===== src/spc_pkg.sv =====
package spc_pkg;

  // register byte addresses on the AXI4-Lite slave
  localparam logic [3:0] ADDR_CONTROL = 4'h0;
  localparam logic [3:0] ADDR_STATUS  = 4'h4;
  localparam logic [3:0] ADDR_MASK    = 4'h8;

  // control register field positions
  localparam int BIT_IRQ_EN  = 7;
  localparam int BIT_PORT_EN = 6;
  localparam int BIT_DIV2_BY = 5;
  localparam int BIT_CTRL    = 4;
  localparam int BIT_IDLE    = 3;
  localparam int BIT_PHASE   = 2;
  localparam int BIT_RATE1   = 1;
  localparam int BIT_RATE0   = 0;

  // status / mask field positions
  localparam int BIT_DONE    = 0;
  localparam int BIT_FAULT   = 1;
  localparam int BIT_OVR     = 2;

  localparam logic [3:0] CTRL_UPPER_RESET = 4'h0;
  localparam logic [3:0] CTRL_LOWER_RESET = 4'h0;
  localparam logic [2:0] MASK_RESET       = 3'h7;

  // half-period of serial clock in cpu cycles, per rate code
  localparam logic [6:0] HALF_DIV4   = 7'h02;
  localparam logic [6:0] HALF_DIV8   = 7'h04;
  localparam logic [6:0] HALF_DIV16  = 7'h08;
  localparam logic [6:0] HALF_DIV32  = 7'h10;
  localparam logic [6:0] HALF_DIV64  = 7'h20;
  localparam logic [6:0] HALF_DIV128 = 7'h40;

  localparam logic [2:0] RATE_DIV4   = 3'h4;
  localparam logic [2:0] RATE_DIV8   = 3'h0;
  localparam logic [2:0] RATE_DIV16  = 3'h1;
  localparam logic [2:0] RATE_DIV32  = 3'h6;
  localparam logic [2:0] RATE_DIV64  = 3'h2;
  localparam logic [2:0] RATE_DIV128 = 3'h3;

  localparam logic [1:0] AXI_OKAY   = 2'h0;
  localparam logic [1:0] AXI_SLVERR = 2'h2;

  localparam logic [3:0] BITS_PER_BYTE = 4'h8;

  typedef enum logic [1:0] {
    SPC_IDLE = 2'b00,
    SPC_RUN  = 2'b01,
    SPC_DONE = 2'b10
  } spc_state_t;

endpackage


===== src/spc_core.sv =====
// Local design decisions: the AXI4-Lite register port and the register offsets.
`timescale 1ns/1ps
`default_nettype none

module spc_core
(
  input  wire logic        aclk,
  input  wire logic        aresetn,
  input  wire logic        clk_en,
  input  wire logic [3:0]  s_axi_awaddr,
  input  wire logic        s_axi_awvalid,
  output logic             s_axi_awready,
  input  wire logic [31:0] s_axi_wdata,
  input  wire logic [3:0]  s_axi_wstrb,
  input  wire logic        s_axi_wvalid,
  output logic             s_axi_wready,
  output logic [1:0]       s_axi_bresp,
  output logic             s_axi_bvalid,
  input  wire logic        s_axi_bready,
  input  wire logic [3:0]  s_axi_araddr,
  input  wire logic        s_axi_arvalid,
  output logic             s_axi_arready,
  output logic [31:0]      s_axi_rdata,
  output logic [1:0]       s_axi_rresp,
  output logic             s_axi_rvalid,
  input  wire logic        s_axi_rready,
  input  wire logic [7:0]  tx_data,
  input  wire logic        tx_valid,
  output logic             tx_ready,
  output logic [7:0]       rx_data,
  output logic             rx_valid,
  input  wire logic        sck_i,
  output logic             sck_o,
  output logic             sck_oe,
  input  wire logic        mosi_i,
  output logic             mosi_o,
  output logic             mosi_oe,
  input  wire logic        miso_i,
  output logic             miso_o,
  output logic             miso_oe,
  input  wire logic        ss_n_i,
  output logic             irq
);

  ////////////////////////////////////////////////////////////////////////
  // pin synchronisers
  logic [1:0] sck_sync_reg;
  logic [1:0] mosi_sync_reg;
  logic [1:0] miso_sync_reg;
  logic [1:0] ss_sync_reg;
  logic       sck_prev_reg;

  always_ff @(posedge aclk)
  begin
    if (!aresetn)
    begin
      sck_sync_reg  <= 2'h0;
      mosi_sync_reg <= 2'h0;
      miso_sync_reg <= 2'h0;
      ss_sync_reg   <= 2'h3;
      sck_prev_reg  <= 1'b0;
    end
    else if (clk_en)
    begin
      sck_sync_reg  <= {sck_sync_reg[0], sck_i};
      mosi_sync_reg <= {mosi_sync_reg[0], mosi_i};
      miso_sync_reg <= {miso_sync_reg[0], miso_i};
      ss_sync_reg   <= {ss_sync_reg[0], ss_n_i};
      sck_prev_reg  <= sck_sync_reg[1];
    end
  end

  wire sck_s  = sck_sync_reg[1];
  wire ss_n_s = ss_sync_reg[1];

  ////////////////////////////////////////////////////////////////////////
  // registers
  logic [7:0] ctrl_reg;
  logic [2:0] status_reg;
  logic [2:0] mask_reg;

  wire irq_en    = ctrl_reg[spc_pkg::BIT_IRQ_EN];
  wire port_en   = ctrl_reg[spc_pkg::BIT_PORT_EN];
  wire div2_by   = ctrl_reg[spc_pkg::BIT_DIV2_BY];
  wire ctrl_mode = ctrl_reg[spc_pkg::BIT_CTRL];
  wire idle_lvl  = ctrl_reg[spc_pkg::BIT_IDLE];
  wire phase     = ctrl_reg[spc_pkg::BIT_PHASE];
  wire [2:0] rate_code = {div2_by, ctrl_reg[spc_pkg::BIT_RATE1],
                          ctrl_reg[spc_pkg::BIT_RATE0]};

  // mode fault: controller enabled and select pulled low
  wire mode_fault = port_en && ctrl_mode && !ss_n_s;

  ////////////////////////////////////////////////////////////////////////
  // axi-lite write path: take address and data in either order
  logic       aw_hold_reg;
  logic [3:0] aw_addr_reg;
  logic       w_hold_reg;
  logic [7:0] w_data_reg;
  logic       w_strb_reg;

  assign s_axi_awready = !aw_hold_reg && !s_axi_bvalid;
  assign s_axi_wready  = !w_hold_reg && !s_axi_bvalid;
  wire wr_fire   = aw_hold_reg && w_hold_reg;
  wire wr_ctrl   = wr_fire && aw_addr_reg == spc_pkg::ADDR_CONTROL
                   && w_strb_reg;
  wire wr_mask   = wr_fire && aw_addr_reg == spc_pkg::ADDR_MASK
                   && w_strb_reg;
  wire wr_mapped = aw_addr_reg == spc_pkg::ADDR_CONTROL
                   || aw_addr_reg == spc_pkg::ADDR_STATUS
                   || aw_addr_reg == spc_pkg::ADDR_MASK;

  always_ff @(posedge aclk)
  begin
    if (!aresetn)
    begin
      aw_hold_reg  <= 1'b0;
      aw_addr_reg  <= 4'h0;
      w_hold_reg   <= 1'b0;
      w_data_reg   <= 8'h00;
      w_strb_reg   <= 1'b0;
      s_axi_bvalid <= 1'b0;
      s_axi_bresp  <= spc_pkg::AXI_OKAY;
    end
    else if (clk_en)
    begin
      if (s_axi_awvalid && s_axi_awready)
      begin
        aw_hold_reg <= 1'b1;
        aw_addr_reg <= {s_axi_awaddr[3:2], 2'b00};
      end
      if (s_axi_wvalid && s_axi_wready)
      begin
        w_hold_reg <= 1'b1;
        w_data_reg <= s_axi_wdata[7:0];
        w_strb_reg <= s_axi_wstrb[0];
      end
      if (wr_fire)
      begin
        aw_hold_reg  <= 1'b0;
        w_hold_reg   <= 1'b0;
        s_axi_bvalid <= 1'b1;
        s_axi_bresp  <= wr_mapped ? spc_pkg::AXI_OKAY : spc_pkg::AXI_SLVERR;
      end
      else if (s_axi_bvalid && s_axi_bready)
        s_axi_bvalid <= 1'b0;
    end
  end

  ////////////////////////////////////////////////////////////////////////
  // axi-lite read path
  wire rd_take = s_axi_arvalid && s_axi_arready;
  wire [3:0] rd_addr = {s_axi_araddr[3:2], 2'b00};
  wire rd_status = rd_take && rd_addr == spc_pkg::ADDR_STATUS;
  assign s_axi_arready = !s_axi_rvalid;

  wire [31:0] rd_word =
    rd_addr == spc_pkg::ADDR_CONTROL ? {24'h000000, ctrl_reg} :
    rd_addr == spc_pkg::ADDR_STATUS  ? {29'h00000000, status_reg} :
    rd_addr == spc_pkg::ADDR_MASK    ? {29'h00000000, mask_reg} :
    32'h00000000;
  wire rd_mapped = rd_addr == spc_pkg::ADDR_CONTROL
                   || rd_addr == spc_pkg::ADDR_STATUS
                   || rd_addr == spc_pkg::ADDR_MASK;

  always_ff @(posedge aclk)
  begin
    if (!aresetn)
    begin
      s_axi_rvalid <= 1'b0;
      s_axi_rdata  <= 32'h00000000;
      s_axi_rresp  <= spc_pkg::AXI_OKAY;
    end
    else if (clk_en)
    begin
      if (rd_take)
      begin
        s_axi_rvalid <= 1'b1;
        s_axi_rdata  <= rd_word;
        s_axi_rresp  <= rd_mapped ? spc_pkg::AXI_OKAY : spc_pkg::AXI_SLVERR;
      end
      else if (s_axi_rvalid && s_axi_rready)
        s_axi_rvalid <= 1'b0;
    end
  end

  ////////////////////////////////////////////////////////////////////////
  // control, status and mask registers
  logic ev_done;
  logic ev_ovr;
  wire [2:0] ev_set = {ev_ovr, mode_fault, ev_done};

  // hardware clear of port enable and controller select wins over a write
  wire [7:0] ctrl_wr = wr_ctrl ? w_data_reg : ctrl_reg;
  wire [7:0] ctrl_next = mode_fault
    ? (ctrl_wr & ~(8'h01 << spc_pkg::BIT_PORT_EN)
               & ~(8'h01 << spc_pkg::BIT_CTRL))
    : ctrl_wr;

  always_ff @(posedge aclk)
  begin
    if (!aresetn)
    begin
      // lower bits undefined by design; zero chosen
      ctrl_reg   <= {spc_pkg::CTRL_UPPER_RESET,
                     spc_pkg::CTRL_LOWER_RESET};
      status_reg <= 3'h0;
      mask_reg   <= spc_pkg::MASK_RESET;
    end
    else if (clk_en)
    begin
      ctrl_reg   <= ctrl_next;
      // set wins over the clear-on-read
      status_reg <= (rd_status ? 3'h0 : status_reg) | ev_set;
      if (wr_mask)
        mask_reg <= w_data_reg[2:0];
    end
  end

  assign irq = irq_en && |(status_reg & mask_reg);

  ////////////////////////////////////////////////////////////////////////
  // controller clock divider
  logic [6:0] half_cnt;
  always_comb
  begin
    case (rate_code)
      spc_pkg::RATE_DIV4:   half_cnt = spc_pkg::HALF_DIV4;
      spc_pkg::RATE_DIV8:   half_cnt = spc_pkg::HALF_DIV8;
      spc_pkg::RATE_DIV16:  half_cnt = spc_pkg::HALF_DIV16;
      spc_pkg::RATE_DIV32:  half_cnt = spc_pkg::HALF_DIV32;
      spc_pkg::RATE_DIV64:  half_cnt = spc_pkg::HALF_DIV64;
      spc_pkg::RATE_DIV128: half_cnt = spc_pkg::HALF_DIV128;
      default:              half_cnt = spc_pkg::HALF_DIV128;
    endcase
  end

  ////////////////////////////////////////////////////////////////////////
  // shift engine
  spc_pkg::spc_state_t state_reg;
  logic [6:0] div_reg;
  logic [3:0] edge_reg;
  logic [7:0] shift_reg;
  logic       sck_lvl_reg;
  logic       rx_valid_reg;
  logic [7:0] rx_data_reg;
  logic       cap_dly_reg;  // miso lags sck by the synchroniser

  // target edges come from outside; rate bits are not consulted there
  wire tgt_edge = !ctrl_mode && !ss_n_s && sck_s != sck_prev_reg;
  wire ctl_edge = ctrl_mode && state_reg == spc_pkg::SPC_RUN
                  && div_reg == 7'h01;
  wire any_edge = port_en && (ctrl_mode ? ctl_edge : tgt_edge);
  // odd edges capture with phase clear, even edges with phase set
  wire capture  = any_edge && (edge_reg[0] == phase);
  wire data_in  = ctrl_mode ? miso_sync_reg[1] : mosi_sync_reg[1];
  wire cap_take = ctrl_mode ? cap_dly_reg : capture;
  wire [7:0] shift_in = {shift_reg[6:0], data_in};
  localparam int EDGES = 2 * int'(spc_pkg::BITS_PER_BYTE);
  wire last_edge = edge_reg == 4'(EDGES - 1);
  wire start_ok = port_en && ctrl_mode && tx_valid
                  && state_reg == spc_pkg::SPC_IDLE;
  wire tgt_load = port_en && !ctrl_mode && tx_valid
                  && state_reg == spc_pkg::SPC_IDLE;

  assign tx_ready = start_ok || tgt_load;

  always_ff @(posedge aclk)
  begin
    if (!aresetn)
    begin
      state_reg    <= spc_pkg::SPC_IDLE;
      div_reg      <= 7'h00;
      edge_reg     <= 4'h0;
      shift_reg    <= 8'h00;
      sck_lvl_reg  <= 1'b0;
      rx_valid_reg <= 1'b0;
      rx_data_reg  <= 8'h00;
      cap_dly_reg  <= 1'b0;
      ev_done      <= 1'b0;
      ev_ovr       <= 1'b0;
    end
    else if (clk_en)
    begin
      ev_done      <= 1'b0;
      ev_ovr       <= 1'b0;
      rx_valid_reg <= 1'b0;
      cap_dly_reg  <= ctrl_mode && capture;
      if (!port_en || mode_fault)
      begin
        state_reg   <= spc_pkg::SPC_IDLE;
        edge_reg    <= 4'h0;
        sck_lvl_reg <= idle_lvl;
      end
      else
      begin
        if (cap_take)
          shift_reg <= shift_in;
        case (state_reg)
          spc_pkg::SPC_IDLE:
          begin
            sck_lvl_reg <= idle_lvl;
            edge_reg    <= 4'h0;
            div_reg     <= half_cnt;
            if (tx_ready)
            begin
              shift_reg <= tx_data;
              state_reg <= spc_pkg::SPC_RUN;
            end
            else if (tgt_edge)
              ev_ovr <= 1'b1;  // byte clocked with nothing loaded
          end
          spc_pkg::SPC_RUN:
          begin
            if (ctrl_mode)
              div_reg <= (div_reg == 7'h01) ? half_cnt : div_reg - 7'h01;
            if (ctl_edge)
              sck_lvl_reg <= ~sck_lvl_reg;
            if (any_edge)
              edge_reg <= edge_reg + 4'h1;
            if (any_edge && last_edge)
              state_reg <= spc_pkg::SPC_DONE;
          end
          spc_pkg::SPC_DONE:
          begin
            // unread byte still pending means overrun
            ev_ovr       <= rx_valid_reg;
            ev_done      <= 1'b1;
            rx_valid_reg <= 1'b1;
            rx_data_reg  <= cap_dly_reg ? shift_in : shift_reg;
            sck_lvl_reg  <= idle_lvl;
            state_reg    <= spc_pkg::SPC_IDLE;
          end
          default: state_reg <= spc_pkg::SPC_IDLE;
        endcase
      end
    end
  end

  assign rx_valid = rx_valid_reg;
  assign rx_data  = rx_data_reg;

  ////////////////////////////////////////////////////////////////////////
  // pin drive: nothing leaves the block while the port is disabled
  wire tx_bit = shift_reg[7];
  assign sck_o   = sck_lvl_reg;
  assign sck_oe  = port_en && ctrl_mode;
  assign mosi_o  = tx_bit;
  assign mosi_oe = port_en && ctrl_mode;
  assign miso_o  = tx_bit;
  assign miso_oe = port_en && !ctrl_mode && !ss_n_s;

endmodule

`default_nettype wire


===== config.mk =====
export PLATFORM = sky130hd
export DESIGN_NAME = spc_core
export DESIGN_NICKNAME = d
export VERILOG_FILES = /design/src/spc_pkg.sv /design/src/spc_core.sv
export SDC_FILE = /design/constraint.sdc
export NUM_CORES = 1
export LEC_CHECK = 0
export BUFFER_PORTS_ARGS = -buffer_cell sky130_fd_sc_hd__buf_2
export CAP_MARGIN = 0
export CORE_UTILIZATION = 51
export CTS_CLUSTER_SIZE = 12
export DETAILED_ROUTE_END_ITERATION = 7
export GPL_TIMING_DRIVEN = 0
export PLACE_DENSITY = 0.79
export SLEW_MARGIN = 30
export SYNTH_ARGS = -nofsm -noshare
export SYNTH_HDL_FRONTEND = slang
export SYNTH_SLANG_ARGS = --single-unit

===== constraint.sdc =====
create_clock -name aclk -period 2.1 [get_ports aclk]
set_clock_uncertainty 0.1 [all_clocks]
set_input_delay 0.315 -clock aclk [delete_from_list [all_inputs] [get_ports aclk]]
set_output_delay 0.315 -clock aclk [all_outputs]
set_load 0.05 [all_outputs]

==> results of run 1 <==
## layer usage
metal	vias up	part of all wire [%]	GRT usage, %	wire (um)
met1	1679	44	32.3	4400
met5	-	0	0	0
met3	17	5.7	5.05	572
met4	0	1.6	8.20	161
met2	132	49	42.3	4890
li1	1781	-	-	-
## final cells by class
class / instances / area share [%]
Buffer: 53 / 6.98
Tap cell: 99 / 2.60
Clock buffer: 9 / 2.60
Clock inverter: 7 / 2.13
Inverter: 9 / 0.761
Multi-Input combinational cell: 345 / 44.3
Sequential cell: 81 / 34.0
Timing Repair Buffer: 62 / 6.61
## stage by stage
| step | cell area (um^2) | power [mW] | std cells |
|---|---|---|---|
| after floorplan | 4100 | 1.89 | 488 |
| after global placement | 4530 | 1.97 | 649 |
| after detailed placement | 4530 | 1.98 | 649 |
| after CTS | 4760 | 3.25 | 665 |
| after global routing | 4770 | 3.36 | 665 |
| final | 4770 | 3.25 | 665 |
## where the power goes
part | internal, mW | leakage [nW] | switching (mW)
clock | 0.682 | 0.107 | 0.626
sequential | 1.56 | 0.656 | 0.0209
combinational | 0.105 | 1.16 | 0.258
total | 2.35 | 1.93 | 0.905
## kinds of logic after synthesis
family	count (synthesis)	share of synthesized area, %
XOR/XNOR	2	0.625
flip-flops	81	40.5
multiplexers	44	11.0
buffers and inverters	62	9.16
AND/OR/NAND/NOR	170	21.1
adder cells (fa/ha/maj)	3	0.938
AO/OA/AOI/OAI	100	16.5
other	1	0.0937
## synth_stat cells (6+ instances only)
master    instances
nand4_1           6
nand2_1          50
buf_2             7
inv_1             7
nor3_1           11
nand3_1          15
a211oi_1          9
a21oi_1          30
o21a_1            8
dfxtp_1          81
o21ai_0          17
a31oi_1           6
nor2_1           49
clkbuf_1         13
o211ai_1          8
buf_4            31
mux2i_1          44
## how the worst max path moves through the flow
stage / cells after the start / slack, ns / start / end
floorplan: 5 / 0.005 / s_axi_bvalid / w_strb_reg
global placement: 5 / 0.15 / aresetn / rx_data[0]
detailed placement: 5 / 0.13 / aresetn / div_reg[0]
CTS: 5 / 0.005 / state_reg[0] / tx_ready
global route: 4 / -0.002 / ctrl_reg[6] / miso_oe
finish: 4 / 0.11 / ctrl_reg[6] / miso_oe
## worst reg2reg max path, cell delays in order, from the launching register on
cell	delay (ns)
dfxtp_1	0.44
ha_1	0.19
and2b_1	0.18
nand4_2	0.18
a311oi_2	0.43
nand4_1	0.17
mux2i_1	0.15
==> results.sh, run 1 <==
export IMPL_tightestPinTransition_ns=0.641
export IMPL_clkSinkCount=81
export IMPL_cp_start_kind="register"
export IMPL_async_reset_ff_share_pct=0
export IMPL_crit_family="buffers and inverters"
export IMPL_slew_violations=0
export IMPL_p_leak_nw=1.93
export IMPL_yosys_register_bits=81
export IMPL_post_place_ws_ns=0.131
export IMPL_critPathMaxStageDelay_ns=0.33
export IMPL_critPathRequiredTime_ns=1.68
export IMPL_setup_tns_ns=0
export IMPL_synth_area_leaders="dfxtp_1 (41%), mux2i_1 (11%), buf_4 (5.8%)"
export IMPL_syn_area_per_cell_um2=8.64
export IMPL_ant_nets=0
export IMPL_reg2reg_slack_ns=0.16
export IMPL_num_antenna_cells=0
export IMPL_layout_min_cycle_time_ns=1.99
export IMPL_cts_tree="built"
export IMPL_synth_top_area_share_pct=40.5
export IMPL_post_cts_buffers=0
export IMPL_hold_violations=0
export IMPL_post_drt_wl_per_cell_um=15.1
export IMPL_num_io_pins=123
export IMPL_layout_setup_ws_ns=0.110
export IMPL_fp_dieW_um=90.6
export IMPL_most_common_layout_cells="dfxtp_1 (81), buf_2 (67), nand2_1 (50), nor2_1 (49), mux2i_1 (44)"
export IMPL_netlist_area_mm2=0.00400
export IMPL_std_cell_rows=31
export IMPL_layout_commonest_cell="dfxtp_1"
export IMPL_die_area_mm2=0.00821
export IMPL_hold_depth=3
export IMPL_coreArea_mm2=0.00741
export IMPL_power_density_mw_per_mm2=682
export IMPL_synth_top_flop_cell="dfxtp_1"
export IMPL_antenna_found_initial=0
export IMPL_clk_latency_ns=0.36
export IMPL_place_congestion=0.862
export IMPL_arrival_ns=1.58
export IMPL_drv_cap=0
export IMPL_drive_above_1_share_pct=24.6
export IMPL_clk_pin_slew_ns=0.09
export IMPL_synth_cells=463
export IMPL_crit_fanout=10
export IMPL_yosysSeqAreaShare_pct=40.5
export IMPL_grt_overflow_total=0
export IMPL_setup_violations=0
export IMPL_postCtsHoldBufs=0
export IMPL_firstDrtPassIters=5
export IMPL_grt_pass1_wl_um=16500
export IMPL_die_y_um=90.6
export IMPL_grt_max_degree=16
export IMPL_whs_ns=0.0856
export IMPL_viasPerCell=5.43
export IMPL_synth_edf_count=0
export IMPL_fmax_mhz=502
export IMPL_utilization_pct=64.4
export IMPL_yosys_warnings=0
export IMPL_worst_r2r_path_depth=6
export IMPL_cts_buffers=9
export IMPL_hold_end="w_strb_reg"
export IMPL_max_slew_margin_pct=57.3
export IMPL_htreeDepth=3
export IMPL_wl_um=10000
export IMPL_start_util_pct=54.0
export IMPL_clockBufferDepth=2
export IMPL_yosysTopAreaCell="dfxtp_1"
export IMPL_layout_nets=629
export IMPL_cts_resized=0
export IMPL_r2r_start="div_reg[0]"
export IMPL_vias=3609
export IMPL_multiInputGateArea_mm2=0.00211
export IMPL_synth_distinct_cells=62
export IMPL_hold_start="s_axi_wstrb[0]"
export IMPL_ir_drop_mv=0.531
export IMPL_hold_class="input pin to register"
export IMPL_post_dp_hpwl_um=7250
export IMPL_crit_chain="buf_2 > inv_1 > nor3_1 > buf_4"
export IMPL_syn2layout_area_growth_pct=19.1
export IMPL_cp_num_buf_inv=3
export IMPL_seq_area_mm2=0.00162
export IMPL_dr_first_iter_drc_count=370
export IMPL_layout_worst_path_cycle_share_pct=94.8
export IMPL_crit_path_end_kind="output port"
export IMPL_n_fill_cell=637
export IMPL_cp_slowest_cell="dfxtp_1"
export IMPL_drc=0
export IMPL_status="finished, final reports clean"
export IMPL_cts_root_buffer="clkbuf_8"
export IMPL_grt_pass1_vias=3444
export IMPL_grt_use_total_pct=25.2
export IMPL_port_buffers=62
export IMPL_critPathKind="register to output port"
export IMPL_reg2reg_to="edge_reg[3]"
No activity file was read; power rests on OpenSTA's default activity.
==> run 2, diff against run 1 <==
--- a/config.mk
+++ b/config.mk
@@ -7,6 +7,7 @@
 export LEC_CHECK = 0
 export BUFFER_PORTS_ARGS = -buffer_cell sky130_fd_sc_hd__buf_2
 export CAP_MARGIN = 0
+export CORE_ASPECT_RATIO = 1.2
 export CORE_UTILIZATION = 51
 export CTS_CLUSTER_SIZE = 12
 export DETAILED_ROUTE_END_ITERATION = 7
==> run 2 against run 1 <==
Compared with the run above:
- sequential share of layout area is 0.21 points higher
- flip-flop and latch count stayed put
- maximum frequency is 0.28% higher
- combinational power hardly changed
- critical endpoint unchanged
- highest routed layer unchanged
- count of clock-buffer cells in the layout is 1 higher
- first-iteration DRC count is 20% lower
- register-to-register slack better by 0.07 ns
- core utilization is 2.2 points lower
- sequential power hardly changed
==> results.sh, run 2 (synthesis results as in run 1) <==
export IMPL_coreArea_mm2=0.00762
export IMPL_vias=3598
export IMPL_place_congestion=0.936
export IMPL_cts_root_buffer="clkbuf_8"
export IMPL_ir_drop_mv=0.465
export IMPL_die_area_mm2=0.00821
export IMPL_num_io_pins=123
export IMPL_wl_um=9460
export IMPL_clk_pin_slew_ns=0.08
export IMPL_sw_frac_of_total_pct=27.4
export IMPL_crit_fanout=10
export IMPL_post_cts_buffers=0
export IMPL_utilization_pct=62.2
export IMPL_std_cell_rows=35
export IMPL_dr_first_iter_drc_count=295
export IMPL_status="finished, final reports clean"
export IMPL_multiInputGateArea_mm2=0.00211
export IMPL_grt_overflow_total=0
export IMPL_arrival_ns=1.57
export IMPL_layout_nets=629
export IMPL_grt_use_total_pct=24.5
export IMPL_cts_tree="built"
export IMPL_viasPerCell=5.47
export IMPL_syn2layout_area_growth_pct=18.4
export IMPL_layout_min_cycle_time_ns=1.98
export IMPL_grt_pass1_vias=3475
export IMPL_ant_nets=0
export IMPL_rsz0062_at_grt="false"
export IMPL_fp_dieW_um=82.9
export IMPL_r2r_start="div_reg[0]"
export IMPL_post_drt_wl_per_cell_um=14.4
export IMPL_clockBufferDepth=2
export IMPL_whs_ns=0.0948
export IMPL_drive_above_1_share_pct=24.6
export IMPL_critPathKind="register to output port"
export IMPL_htreeDepth=3
export IMPL_most_common_layout_cells="dfxtp_1 (81), buf_2 (67), nand2_1 (50), nor2_1 (49), mux2i_1 (44)"
export IMPL_place_area_mm2=0.00452
export IMPL_grt_pass1_wl_um=16200
export IMPL_cts_buffers=9
export IMPL_power_switching_mw=0.847
export IMPL_port_buffers=62
export IMPL_firstDrtPassIters=6
export IMPL_final_cell_area_mm2=0.00474
export IMPL_antenna_found_initial=0
export IMPL_drc=0
export IMPL_p_leak_nw=1.92
export IMPL_tightestPinTransition_ns=0.654
export IMPL_num_antenna_cells=0
export IMPL_critPathRequiredTime_ns=1.68
export IMPL_hold_violations=0
export IMPL_pwr_share_seq_pct=51.0
export IMPL_slew_violations=0
export IMPL_critPathLaunch="ctrl_reg[6]"
export IMPL_power_density_mw_per_mm2=653
export IMPL_start_util_pct=52.5
export IMPL_hold_start="s_axi_wdata[0]"
export IMPL_pwr_share_clk_pct=37.4
export IMPL_drv_cap=0
export IMPL_cp_start_kind="register"
export IMPL_n_fill_cell=689
export IMPL_setup_violations=0
export IMPL_comb_power_share_pct=11.6
export IMPL_seq_area_mm2=0.00162
export IMPL_crit_path_end_kind="output port"
export IMPL_finalPower_mw=3.10
export IMPL_hold_class="input pin to register"
export IMPL_grt_max_degree=15
export IMPL_layout_commonest_cell="dfxtp_1"
export IMPL_post_dp_hpwl_um=7040
export IMPL_internal_power_mw=2.25
export IMPL_fmax_mhz=504
export IMPL_setup_tns_ns=0
export IMPL_max_slew_margin_pct=56.4
export IMPL_layout_worst_path_cycle_share_pct=94.5
export IMPL_die_y_um=99.0
export IMPL_clkSinkCount=81
export IMPL_clk_latency_ns=0.35
==> run 2: cell types whose count changed in the layout (fill, tap and decap cells not counted) <==
cell / change
inv_6: -3
clkinv_2: +1
clkinv_4: +2
clkbuf_8: +1
bufinv_16: -1
==> run 2: cell type report <==
class	instances	share of cell area, %
clock inverter	6	1.43
sequential	81	34.2
tap	92	2.43
inverter	9	0.766
clock buffer	10	2.90
buffer	53	7.02
multi-input combinational	345	44.6
timing repair buffer	62	6.65
==> run 2: power groups by stage <==
stage	clock network (mW)	registers (mW)	logic (mW)
floorplan	0	1.63	0.261
CTS	1.18	1.58	0.357
detailed placement	0	1.62	0.356
global placement	0	1.62	0.351
global route	1.25	1.58	0.386
finish	1.16	1.58	0.360
==> run 2: per-layer routing <==
metal,part of all wire [%],vias to the layer above,global-route usage [%]
met4,1.7,0,9.02
met2,51,135,42.4
met5,0,-,0
met3,6.4,15,6.20
met1,41,1667,29.2
li1,-,1781,-
==> run 2: metrics by stage <==
step                      std cells  setup WS, ns
final                           658         0.115
after global routing            658      0.000815
after CTS                       658        0.0484
after detailed placement        642         0.122
after global placement          642         0.171
after floorplan                 488       0.00517
==> run 2: timing repair <==
action | CTS | global route
resized for setup | 1 | 3
hold buffers | 0 | 0
gates cloned | 0 | 0
endpoints found under the setup margin | 1 | 2
==> run 2: worst max-delay path, cell delays in order (launching register included) <==
cell      delay [ns]
dfxtp_1         0.33
buf_2           0.25
inv_1           0.15
nor3_1          0.23
clkbuf_4        0.27
==> run 2: final timing paths <==
| kind | slack (ns) | end | depth (start not counted) |
|---|---|---|---|
| setup / recovery | 0.12 | miso_oe | 4 |
| hold / removal | 0.09 | w_data_reg[0] | 3 |
| setup reg to reg | 0.23 | edge_reg[3] | 6 |
| hold reg to reg | 0.35 | s_axi_rresp[1] | 2 |
